### src/acet_consts.svh
// constants of the converter compare-event trigger block
`ifndef ACET_CONSTS_SVH
`define ACET_CONSTS_SVH
`define ACET_OFF_FLAGS_ONE     8'h00
`define ACET_OFF_ENABLES_ONE   8'h04
`define ACET_OFF_PRIORITY_ONE  8'h08
`define ACET_OFF_FLAGS_TWO     8'h0C
`define ACET_OFF_ENABLES_TWO   8'h10
`define ACET_OFF_PRIORITY_TWO  8'h14
`define ACET_OFF_RESULT_HIGH   8'h18
`define ACET_OFF_RESULT_LOW    8'h1C
`define ACET_OFF_CONTROL_ZERO  8'h20
`define ACET_OFF_CONTROL_ONE   8'h24
`define ACET_OFF_COMPARE_CTL   8'h28
`define ACET_OFF_IRQ_STATUS    8'h2C
`define ACET_OFF_IRQ_MASK      8'h30
`define ACET_RST_FLAGS_ONE     8'h00
`define ACET_RST_ENABLES_ONE   8'h00
`define ACET_RST_PRIORITY_ONE  8'h00
`define ACET_RST_FLAGS_TWO     8'h00
`define ACET_RST_ENABLES_TWO   8'h00
`define ACET_RST_PRIORITY_TWO  8'h1F
`define ACET_RST_CONTROL_ZERO  8'h00
`define ACET_RST_CONTROL_ONE   8'h00
`define ACET_RST_COMPARE_CTL   8'h00
`define ACET_RST_IRQ           8'h00
`define ACET_RST_RESULT        8'h00
`define ACET_MODE_SPECIAL_EVT  4'hB
`define ACET_BIT_CONV_FLAG     6
`define ACET_BIT_PORT_RSVD     7
`define ACET_BIT_CMP_TWO_FLAG  0
`define ACET_BIT_CONV_ON       0
`define ACET_BIT_GO            2
`define ACET_BIT_RIGHT_JUST    7
`define ACET_BIT_TIMER_THIRD   4
`define ACET_MASK_FLAGS_TWO    8'h1F
`define ACET_MASK_CONTROL_ZERO 8'hFD
`define ACET_MASK_CONTROL_ONE  8'hCF
`define ACET_MASK_COMPARE_CTL  8'h1F
`define ACET_MASK_PORT_RSVD    8'h7F
`define ACET_IRQ_SPECIAL_EVT   0
`define ACET_IRQ_CONV_DONE     1
`define ACET_IRQ_IGNORED       2
`define ACET_CONV_CYCLES       12
`endif

### src/acet_pkg.sv
// types of the converter compare-event trigger block
`default_nettype none
package acet_pkg;
   typedef enum logic [0:0] {
      ACET_IDLE = 1'b0,
      ACET_CONV = 1'b1
   } acet_seq_state_t;
endpackage
`default_nettype wire

### src/acet_wb_slave.sv
// classic wishbone handshake: one wait state, single-cycle ack
`default_nettype none
module acet_wb_slave (
   input  wire logic i_mclk,
   input  wire logic i_rst_n,
   input  wire logic i_ce,
   input  wire logic i_wb_cyc,
   input  wire logic i_wb_stb,
   output logic      o_acc,
   output logic      o_wb_ack
);
   logic ack_r;
   logic ack_nxt;

   // access accepted once; ack drops the cycle after it was given
   always_comb begin
      o_acc   = i_wb_cyc & i_wb_stb & ~ack_r;
      ack_nxt = o_acc;
   end

   always_ff @(posedge i_mclk or negedge i_rst_n) begin
      if (!i_rst_n) begin
         ack_r <= 1'b0;
      end else if (i_ce) begin
         ack_r <= ack_nxt;
      end
   end

   assign o_wb_ack = ack_r;

   a_ack_single: assert property (@(posedge i_mclk) disable iff (!i_rst_n)
      (ack_r && i_ce) |=> !ack_r) else $error("ack held longer than one cycle");
endmodule
`default_nettype wire

### src/acet_conv_seq.sv
// conversion sequencer: times a conversion while go stays set
`default_nettype none
`include "acet_consts.svh"
module acet_conv_seq #(
   parameter int CONV_CYCLES = `ACET_CONV_CYCLES
) (
   input  wire logic i_mclk,
   input  wire logic i_rst_n,
   input  wire logic i_ce,
   input  wire logic i_go,
   output logic      o_busy,
   output logic      o_done
);
   localparam int CW = $clog2(CONV_CYCLES + 1);
   localparam logic [CW-1:0] LAST = CW'(CONV_CYCLES - 1);

   acet_pkg::acet_seq_state_t state_r;
   acet_pkg::acet_seq_state_t state_nxt;
   logic [CW-1:0]             cnt_r;
   logic [CW-1:0]             cnt_nxt;

   always_comb begin
      state_nxt = state_r;
      cnt_nxt   = cnt_r;
      o_done    = 1'b0;
      case (state_r)
         acet_pkg::ACET_IDLE: begin
            cnt_nxt = '0;
            if (i_go) begin
               state_nxt = acet_pkg::ACET_CONV;
            end
         end
         acet_pkg::ACET_CONV: begin
            // clearing go by software aborts without a result
            if (!i_go) begin
               state_nxt = acet_pkg::ACET_IDLE;
            end else if (cnt_r == LAST) begin
               o_done    = 1'b1;
               state_nxt = acet_pkg::ACET_IDLE;
            end else begin
               cnt_nxt = cnt_r + CW'(1);
            end
         end
         default: begin
            state_nxt = acet_pkg::ACET_IDLE;
         end
      endcase
   end

   always_ff @(posedge i_mclk or negedge i_rst_n) begin
      if (!i_rst_n) begin
         state_r <= acet_pkg::ACET_IDLE;
         cnt_r   <= '0;
      end else if (i_ce) begin
         state_r <= state_nxt;
         cnt_r   <= cnt_nxt;
      end
   end

   assign o_busy = (state_r == acet_pkg::ACET_CONV);
endmodule
`default_nettype wire

### src/acet_top.sv
// converter control with compare special-event trigger and timer clear
//
// Contract
// - trigger starts conversion only with compare mode 1011 and converter on
// - trigger sets go bit, starting conversion like a software write
// - every special event in compare mode 1011 while i_ce is high clears the counter of the serving timer
// - converter off: event starts nothing but still clears the timer
`default_nettype none
`include "acet_consts.svh"
module acet_top #(
   parameter int CONV_CYCLES = `ACET_CONV_CYCLES
) (
   input  wire logic        i_mclk,
   input  wire logic        i_rst_n,
   input  wire logic        i_ce,
   input  wire logic        i_wb_cyc,
   input  wire logic        i_wb_stb,
   input  wire logic        i_wb_we,
   input  wire logic [7:0]  i_wb_adr,
   input  wire logic [3:0]  i_wb_sel,
   input  wire logic [31:0] i_wb_dat,
   input  wire logic        i_special_event,
   input  wire logic [9:0]  i_conv_sample,
   output logic             o_wb_ack,
   output logic [31:0]      o_wb_dat,
   output logic             o_irq,
   output logic             o_clr_first_timer,
   output logic             o_clr_third_timer,
   output logic             o_conv_go,
   output logic [2:0]       o_channel
);
   // ****************************************
   // bus access
   // ****************************************
   logic acc;
   logic wr;
   logic rd;

   acet_wb_slave u_wb (
      .i_mclk   (i_mclk),
      .i_rst_n  (i_rst_n),
      .i_ce     (i_ce),
      .i_wb_cyc (i_wb_cyc),
      .i_wb_stb (i_wb_stb),
      .o_acc    (acc),
      .o_wb_ack (o_wb_ack)
   );

   function automatic logic wr_hit(input logic [7:0] adr, input logic [7:0] off);
      wr_hit = (adr == off);
   endfunction

   // only lane 0 carries register data
   assign wr = acc & i_wb_we & i_wb_sel[0];
   assign rd = acc & ~i_wb_we;

   // ****************************************
   // register state
   // ****************************************
   logic [7:0] flags1_r, flags1_nxt;
   logic [7:0] en1_r, en1_nxt;
   logic [7:0] pri1_r, pri1_nxt;
   logic [7:0] flags2_r, flags2_nxt;
   logic [7:0] en2_r, en2_nxt;
   logic [7:0] pri2_r, pri2_nxt;
   logic [7:0] res_hi_r, res_hi_nxt;
   logic [7:0] res_lo_r, res_lo_nxt;
   logic [7:0] ctl0_r, ctl0_nxt;
   logic [7:0] ctl1_r, ctl1_nxt;
   logic [7:0] cmp_r, cmp_nxt;
   logic [7:0] irq_st_r, irq_st_nxt;
   logic [7:0] irq_mask_r, irq_mask_nxt;
   logic [31:0] rdat_r, rdat_nxt;
   logic        irq_r, irq_nxt;
   logic        clr1_r, clr1_nxt;
   logic        clr3_r, clr3_nxt;

   logic trig_mode;
   logic evt;
   logic trig;
   logic done;
   logic busy;
   logic [7:0] wd;

   assign wd        = i_wb_dat[7:0];
   assign trig_mode = (cmp_r[3:0] == `ACET_MODE_SPECIAL_EVT);
   assign evt       = i_special_event & trig_mode;
   assign trig      = evt & ctl0_r[`ACET_BIT_CONV_ON];

   acet_conv_seq #(
      .CONV_CYCLES (CONV_CYCLES)
   ) u_seq (
      .i_mclk  (i_mclk),
      .i_rst_n (i_rst_n),
      .i_ce    (i_ce),
      .i_go    (ctl0_r[`ACET_BIT_GO]),
      .o_busy  (busy),
      .o_done  (done)
   );

   // ****************************************
   // next-state logic
   // ****************************************
   always_comb begin
      flags1_nxt   = flags1_r;
      en1_nxt      = en1_r;
      pri1_nxt     = pri1_r;
      flags2_nxt   = flags2_r;
      en2_nxt      = en2_r;
      pri2_nxt     = pri2_r;
      res_hi_nxt   = res_hi_r;
      res_lo_nxt   = res_lo_r;
      ctl0_nxt     = ctl0_r;
      ctl1_nxt     = ctl1_r;
      cmp_nxt      = cmp_r;
      irq_st_nxt   = irq_st_r;
      irq_mask_nxt = irq_mask_r;
      rdat_nxt     = rdat_r;

      // software writes; hardware sets below override them
      if (wr) begin
         // reserved port bit never stored
         if (wr_hit(i_wb_adr, `ACET_OFF_FLAGS_ONE))    flags1_nxt   = wd & `ACET_MASK_PORT_RSVD;
         if (wr_hit(i_wb_adr, `ACET_OFF_ENABLES_ONE))  en1_nxt      = wd & `ACET_MASK_PORT_RSVD;
         if (wr_hit(i_wb_adr, `ACET_OFF_PRIORITY_ONE)) pri1_nxt     = wd & `ACET_MASK_PORT_RSVD;
         if (wr_hit(i_wb_adr, `ACET_OFF_FLAGS_TWO))    flags2_nxt   = wd & `ACET_MASK_FLAGS_TWO;
         if (wr_hit(i_wb_adr, `ACET_OFF_ENABLES_TWO))  en2_nxt      = wd & `ACET_MASK_FLAGS_TWO;
         if (wr_hit(i_wb_adr, `ACET_OFF_PRIORITY_TWO)) pri2_nxt     = wd & `ACET_MASK_FLAGS_TWO;
         if (wr_hit(i_wb_adr, `ACET_OFF_RESULT_HIGH))  res_hi_nxt   = wd;
         if (wr_hit(i_wb_adr, `ACET_OFF_RESULT_LOW))   res_lo_nxt   = wd;
         if (wr_hit(i_wb_adr, `ACET_OFF_CONTROL_ZERO)) ctl0_nxt     = wd & `ACET_MASK_CONTROL_ZERO;
         if (wr_hit(i_wb_adr, `ACET_OFF_CONTROL_ONE))  ctl1_nxt     = wd & `ACET_MASK_CONTROL_ONE;
         if (wr_hit(i_wb_adr, `ACET_OFF_COMPARE_CTL))  cmp_nxt      = wd & `ACET_MASK_COMPARE_CTL;
         if (wr_hit(i_wb_adr, `ACET_OFF_IRQ_MASK))     irq_mask_nxt = wd;
      end

      // go cannot be set while the converter is off
      if (!ctl0_nxt[`ACET_BIT_CONV_ON]) begin
         ctl0_nxt[`ACET_BIT_GO] = 1'b0;
      end

      if (done) begin
         ctl0_nxt[`ACET_BIT_GO] = 1'b0;
         if (ctl1_r[`ACET_BIT_RIGHT_JUST]) begin
            res_hi_nxt = {6'h00, i_conv_sample[9:8]};
            res_lo_nxt = i_conv_sample[7:0];
         end else begin
            res_hi_nxt = i_conv_sample[9:2];
            res_lo_nxt = {i_conv_sample[1:0], 6'h00};
         end
         flags1_nxt[`ACET_BIT_CONV_FLAG] = 1'b1;
      end

      // trigger wins over a completion or a clearing write in the same cycle,
      // but never over software switching the converter off
      if (trig && ctl0_nxt[`ACET_BIT_CONV_ON]) begin
         ctl0_nxt[`ACET_BIT_GO] = 1'b1;
      end
      if (evt) begin
         flags2_nxt[`ACET_BIT_CMP_TWO_FLAG] = 1'b1;
      end

      // read-clear of the status; a set in the same cycle survives
      if (rd && wr_hit(i_wb_adr, `ACET_OFF_IRQ_STATUS)) begin
         irq_st_nxt = 8'h00;
      end
      if (evt) begin
         irq_st_nxt[`ACET_IRQ_SPECIAL_EVT] = 1'b1;
      end
      if (done) begin
         irq_st_nxt[`ACET_IRQ_CONV_DONE] = 1'b1;
      end
      if (evt && !ctl0_r[`ACET_BIT_CONV_ON]) begin
         irq_st_nxt[`ACET_IRQ_IGNORED] = 1'b1;
      end

      if (rd) begin
         case (i_wb_adr)
            `ACET_OFF_FLAGS_ONE:    rdat_nxt = {24'h000000, flags1_r};
            `ACET_OFF_ENABLES_ONE:  rdat_nxt = {24'h000000, en1_r};
            `ACET_OFF_PRIORITY_ONE: rdat_nxt = {24'h000000, pri1_r};
            `ACET_OFF_FLAGS_TWO:    rdat_nxt = {24'h000000, flags2_r};
            `ACET_OFF_ENABLES_TWO:  rdat_nxt = {24'h000000, en2_r};
            `ACET_OFF_PRIORITY_TWO: rdat_nxt = {24'h000000, pri2_r};
            `ACET_OFF_RESULT_HIGH:  rdat_nxt = {24'h000000, res_hi_r};
            `ACET_OFF_RESULT_LOW:   rdat_nxt = {24'h000000, res_lo_r};
            `ACET_OFF_CONTROL_ZERO: rdat_nxt = {24'h000000, ctl0_r};
            `ACET_OFF_CONTROL_ONE:  rdat_nxt = {24'h000000, ctl1_r};
            `ACET_OFF_COMPARE_CTL:  rdat_nxt = {24'h000000, cmp_r};
            `ACET_OFF_IRQ_STATUS:   rdat_nxt = {24'h000000, irq_st_r};
            `ACET_OFF_IRQ_MASK:     rdat_nxt = {24'h000000, irq_mask_r};
            default:                rdat_nxt = 32'h00000000;
         endcase
      end
   end

   // ****************************************
   // timer clear and interrupt
   // ****************************************
   always_comb begin
      // timer cleared whether or not the converter is on
      clr1_nxt = evt & ~cmp_r[`ACET_BIT_TIMER_THIRD];
      clr3_nxt = evt & cmp_r[`ACET_BIT_TIMER_THIRD];
      irq_nxt  = |(irq_st_nxt & irq_mask_nxt);
   end

   always_ff @(posedge i_mclk or negedge i_rst_n) begin
      if (!i_rst_n) begin
         flags1_r   <= `ACET_RST_FLAGS_ONE;
         en1_r      <= `ACET_RST_ENABLES_ONE;
         pri1_r     <= `ACET_RST_PRIORITY_ONE;
         flags2_r   <= `ACET_RST_FLAGS_TWO;
         en2_r      <= `ACET_RST_ENABLES_TWO;
         pri2_r     <= `ACET_RST_PRIORITY_TWO;
         res_hi_r   <= `ACET_RST_RESULT;
         res_lo_r   <= `ACET_RST_RESULT;
         ctl0_r     <= `ACET_RST_CONTROL_ZERO;
         ctl1_r     <= `ACET_RST_CONTROL_ONE;
         cmp_r      <= `ACET_RST_COMPARE_CTL;
         irq_st_r   <= `ACET_RST_IRQ;
         irq_mask_r <= `ACET_RST_IRQ;
         rdat_r     <= 32'h00000000;
         irq_r      <= 1'b0;
         clr1_r     <= 1'b0;
         clr3_r     <= 1'b0;
      end else if (i_ce) begin
         flags1_r   <= flags1_nxt;
         en1_r      <= en1_nxt;
         pri1_r     <= pri1_nxt;
         flags2_r   <= flags2_nxt;
         en2_r      <= en2_nxt;
         pri2_r     <= pri2_nxt;
         res_hi_r   <= res_hi_nxt;
         res_lo_r   <= res_lo_nxt;
         ctl0_r     <= ctl0_nxt;
         ctl1_r     <= ctl1_nxt;
         cmp_r      <= cmp_nxt;
         irq_st_r   <= irq_st_nxt;
         irq_mask_r <= irq_mask_nxt;
         rdat_r     <= rdat_nxt;
         irq_r      <= irq_nxt;
         clr1_r     <= clr1_nxt;
         clr3_r     <= clr3_nxt;
      end
   end

   assign o_wb_dat          = rdat_r;
   assign o_irq             = irq_r;
   assign o_clr_first_timer = clr1_r;
   assign o_clr_third_timer = clr3_r;
   assign o_conv_go         = ctl0_r[`ACET_BIT_GO];
   assign o_channel         = ctl0_r[5:3];

   // ****************************************
   // checks
   // ****************************************
   logic ctl0_wr;
   assign ctl0_wr = wr & wr_hit(i_wb_adr, `ACET_OFF_CONTROL_ZERO);

   a_trigger_sets_go: assert property (@(posedge i_mclk) disable iff (!i_rst_n)
      (i_ce && i_special_event && trig_mode && ctl0_r[`ACET_BIT_CONV_ON] && !ctl0_wr)
      |=> o_conv_go ##1 (busy || !o_conv_go)) else $error("trigger did not start a conversion");

   a_wrong_mode_idle: assert property (@(posedge i_mclk) disable iff (!i_rst_n)
      (i_ce && i_special_event && !trig_mode && !o_conv_go && !ctl0_wr)
      |=> !o_conv_go) else $error("conversion started outside mode 1011");

   a_off_ignores_evt: assert property (@(posedge i_mclk) disable iff (!i_rst_n)
      (i_ce && i_special_event && trig_mode && !ctl0_r[`ACET_BIT_CONV_ON])
      |=> (!o_conv_go && (o_clr_first_timer || o_clr_third_timer))) else $error("event with converter off");

   a_timer_cleared: assert property (@(posedge i_mclk) disable iff (!i_rst_n)
      (i_ce && i_special_event && trig_mode)
      |=> (o_clr_third_timer == $past(cmp_r[`ACET_BIT_TIMER_THIRD])) && (o_clr_first_timer != o_clr_third_timer))
      else $error("wrong timer cleared on special event");

   a_clear_needs_evt: assert property (@(posedge i_mclk) disable iff (!i_rst_n)
      $rose(o_clr_first_timer || o_clr_third_timer) |-> $past(i_special_event && trig_mode))
      else $error("timer cleared without special event");

   a_done_completes: assert property (@(posedge i_mclk) disable iff (!i_rst_n)
      (i_ce && done && !i_special_event)
      |=> (!o_conv_go && flags1_r[`ACET_BIT_CONV_FLAG] && irq_st_r[`ACET_IRQ_CONV_DONE]))
      else $error("completion did not clear go and set flag");

   a_go_needs_on: assert property (@(posedge i_mclk) disable iff (!i_rst_n)
      o_conv_go |-> ctl0_r[`ACET_BIT_CONV_ON])
      else $error("conversion running with converter off");

   a_ce_freeze: assert property (@(posedge i_mclk) disable iff (!i_rst_n)
      !i_ce |=> ($stable(ctl0_r) && $stable(irq_st_r) && $stable(o_wb_ack)))
      else $error("state moved while clock enable low");

   a_status_read_clr: assert property (@(posedge i_mclk) disable iff (!i_rst_n)
      (i_ce && rd && (i_wb_adr == `ACET_OFF_IRQ_STATUS) && !evt && !done) |=> (irq_st_r == 8'h00))
      else $error("status not cleared by its read");

   a_evt_sets_flags: assert property (@(posedge i_mclk) disable iff (!i_rst_n)
      (i_ce && evt) |=> (flags2_r[`ACET_BIT_CMP_TWO_FLAG] && irq_st_r[`ACET_IRQ_SPECIAL_EVT]))
      else $error("special event did not set its flags");
endmodule
`default_nettype wire

### config.mk
export PLATFORM = sky130hd
export DESIGN_NAME = acet_top
export DESIGN_NICKNAME = d
export VERILOG_FILES = /design/src/acet_pkg.sv /design/src/acet_wb_slave.sv /design/src/acet_conv_seq.sv /design/src/acet_top.sv
export VERILOG_INCLUDE_DIRS = /design/src /design/src/src
export SDC_FILE = /design/constraint.sdc
export NUM_CORES = 1
export LEC_CHECK = 0
export BUFFER_PORTS_ARGS = -buffer_cell sky130_fd_sc_hd__buf_2
export CAP_MARGIN = 40
export CORE_MARGIN = 2
export CORE_UTILIZATION = 60
export DETAILED_ROUTE_END_ITERATION = 7
export HOLD_SLACK_MARGIN = 0.05
export PLACE_DENSITY_LB_ADDON = 0.12
export SLEW_MARGIN = 20
export SYNTH_ARGS = -nofsm -noshare
export SYNTH_HDL_FRONTEND = slang
export SYNTH_SLANG_ARGS = --single-unit
export TNS_END_PERCENT = 1
### constraint.sdc
create_clock -name i_mclk -period 3.84 [get_ports i_mclk]
set_input_delay 1.152 -clock i_mclk [delete_from_list [all_inputs] [get_ports i_mclk]]
set_output_delay 1.152 -clock i_mclk [all_outputs]
set_load 0.02 [all_outputs]
==> run summary <==
Nets = 621
Yosys warning total = 0
Final max-slew violation count = 0
Worst Tran Pin Value = 0.725 ns
Yosys cell types = 56
Hold buffers post-CTS = 0
Utilization after layout = 0.675
Seq/Total Area, Yosys = 0.475
Final Hold Vio Count = 0
Max Clk Rate = 327 MHz
Port buffer count = 49
Post-Synthesis Cell Area = 5440 sq um
Gp weighted congestion = 0.946
Share of layout cells above drive strength 1 = 0.298
Setup_tns = 0 ns
Max Cap Viol = 0
LEAKAGE = 2.79 nW
Setup bufs post-CTS = 0
Worst slew margin = 0.515
Row cnt = 34
Clk sinks = 103
Post-layout power = 0.00223 W
Number of routed nets with antenna violations = 0
Die Height = 99.2 um
Worst hold slack = 0.481 ns
Post-synth ARST share = 1.00
Drt via density = 6.32
Post-CTS resize count = 0
Antenna violations before repair = 0
Min-Delay Path Class = register to register
Mapped Avg Cell Area = 10.6 sq um
Period Utilization, post-route = 0.797
Worst-path clk slew = 0.10 ns
Via count = 4247
Minimum clock period = 3.06 ns
DRT Wirelength = 14100 um
Peak fanout along the critical path = 7
Drt initial violations = 334
Critical Path, Cell by Cell = buf_2, or4_4, nor4b_4, buf_4, mux2i_1, o22ai_1, o31ai_1, a21oi_2
Top FF cell, synth = dfrtp_1
Drt pass-1 iters = 5
# diodes = 0
Outcome = finished, final reports clean
Gr ovfl total = 0
Critical path's largest stage delay = 0.63 ns
Dpl cell area = 5750 sq um
Num ports = 101
CTS tree = yes
Hpwl dp = 10100 um
Critical path required time = 4.11 ns
CP Capture Type = register
Synthesis-stage register bit count = 103
Core Region = 8760 sq um
VDD IR max = 0.226 mV
Total CTS buffers = 9
Clock skew = 0.00915 ns
Worst path arrival time = 3.34 ns
Worst R2R Setup Slack = 1.48 ns
Die W = 99.2 um
RSZ-0062 raised after global routing = false
Power per cell area = 377 nW/um^2
Die area = 9840 sq um
P&R area growth vs syn = 8.72%
Startpoint Class = input pin
Post-synth EDFFs = 0
Design area = 5910 sq um
Cell count after synthesis = 511
CTS H-Tree Depth = 3
WL/cell = 20.9 um
CP max stage cell = or4_4
Count of final setup violators = 0
Clock root buffer = clkbuf_8
Clk_lat worst skew = 0.38 ns
Global-route wire length before repair = 22000 um
GRT Overall Usage = 0.295
Initial core utilization = 0.621
Largest net degree at the start of global routing = 61
Drc violations = 0
Vias in the first global route = 4045
Max clock buf depth = 2
Crit Path Class = input pin to register
## sequential cells by signal, indices dropped and copies added, names as in the netlist, 4 cells and up
signal / cells
ctl1_r: 6
res_hi_r: 8
irq_st_r: 8
res_lo_r: 8
u_seq.cnt_r: 4
en2_r: 5
ctl0_r: 7
o_wb_dat: 8
pri2_r: 5
cmp_r: 5
flags1_r: 7
flags2_r: 5
en1_r: 7
pri1_r: 7
irq_mask_r: 8
## cells in the mapped netlist, drive strengths merged (4+ instances only)
library cell | instances | area (sq um)
dfrtp | 98 | 2450
mux2 | 66 | 747
nand2 | 52 | 195
o21ai | 39 | 195
buf | 37 | 269
nor2 | 29 | 119
a22oi | 24 | 180
a21oi | 20 | 104
clkbuf | 20 | 75.1
mux2i | 17 | 170
a22o | 11 | 96.3
nand3 | 11 | 55.1
inv | 10 | 37.5
and2 | 9 | 56.3
o22ai | 8 | 50.1
and3 | 6 | 37.5
dfstp | 5 | 131
mux4 | 4 | 90.1
## placed cells by master (no fill, tap or decap), drive strengths merged, types with 17 or more instances in the layout
master,count
dfrtp,98
nand2,52
mux2,66
a21oi,20
conb,24
nor2,29
a22oi,24
mux2i,17
buf,71
o21ai,39
## where the power goes
| group | switching (W) | internal, W | leakage, nW |
|---|---|---|---|
| Combinational | 0.000215 | 0.000127 | 1.32 |
| Clock | 0.000384 | 0.000237 | 0.0797 |
| Sequential | 0.0000863 | 0.00118 | 1.39 |
## path summary, 6_finish.rpt
check	start	to	cells after the start
worst max-delay path	i_wb_adr[1]	o_irq	8
worst min-delay path	o_wb_dat[5]	o_wb_dat[5]	2
worst max register to register	u_wb.o_wb_ack	flags1_r[1]	5
worst min register to register	o_wb_dat[5]	o_wb_dat[5]	2
max in group asynchronous	i_rst_n	pri2_r[2]	2
min in group asynchronous	i_rst_n	u_seq.cnt_r[0]	1
## kinds of logic (layout without fill, tap and decap cells)
| logic type | after synthesis | after routing | share of synthesized area |
|---|---|---|---|
| buffers and inverters | 67 | 97 | 0.0701 |
| and+or+nand+nor | 136 | 136 | 0.130 |
| adders and majority gates | 1 | 1 | 0.00230 |
| AOI/OAI and AO/OA | 116 | 116 | 0.136 |
| DFF | 103 | 103 | 0.475 |
| muxes | 87 | 87 | 0.185 |
| other | 1 | 24 | 0.000689 |
## final cells by class
type | instances | area [sq um]
fillers | 704 | 2850
flip-flops and latches | 103 | 2580
multi-input cells | 364 | 2570
repair buffers | 71 | 425
well taps | 108 | 135
clock buffers | 11 | 131
inverters | 10 | 37.5
clock inverters | 5 | 33.8
## stage by stage
step,cells,setup WS (ns)
floorplan,534,0.600
global placement,654,0.447
detailed placement,656,0.388
CTS,672,0.808
global route,672,0.610
finish,672,0.778
## worst max-delay path, delay by kind of cell
family	cells	cell delay (ns)
simple gates	2	1.09
mux	1	0.24
compound gates	3	0.49
buf+inv	2	0.36
## routing by layer
| layer | part of all wire | GRT usage | vias up |
|---|---|---|---|
| met5 | 0 | 0 | - |
| met4 | 0.022 | 0.104 | 0 |
| met3 | 0.078 | 0.0590 | 30 |
| met2 | 0.47 | 0.468 | 222 |
| met1 | 0.43 | 0.409 | 2097 |
| li1 | - | - | 1898 |
(Power assumes the default switching activity.)
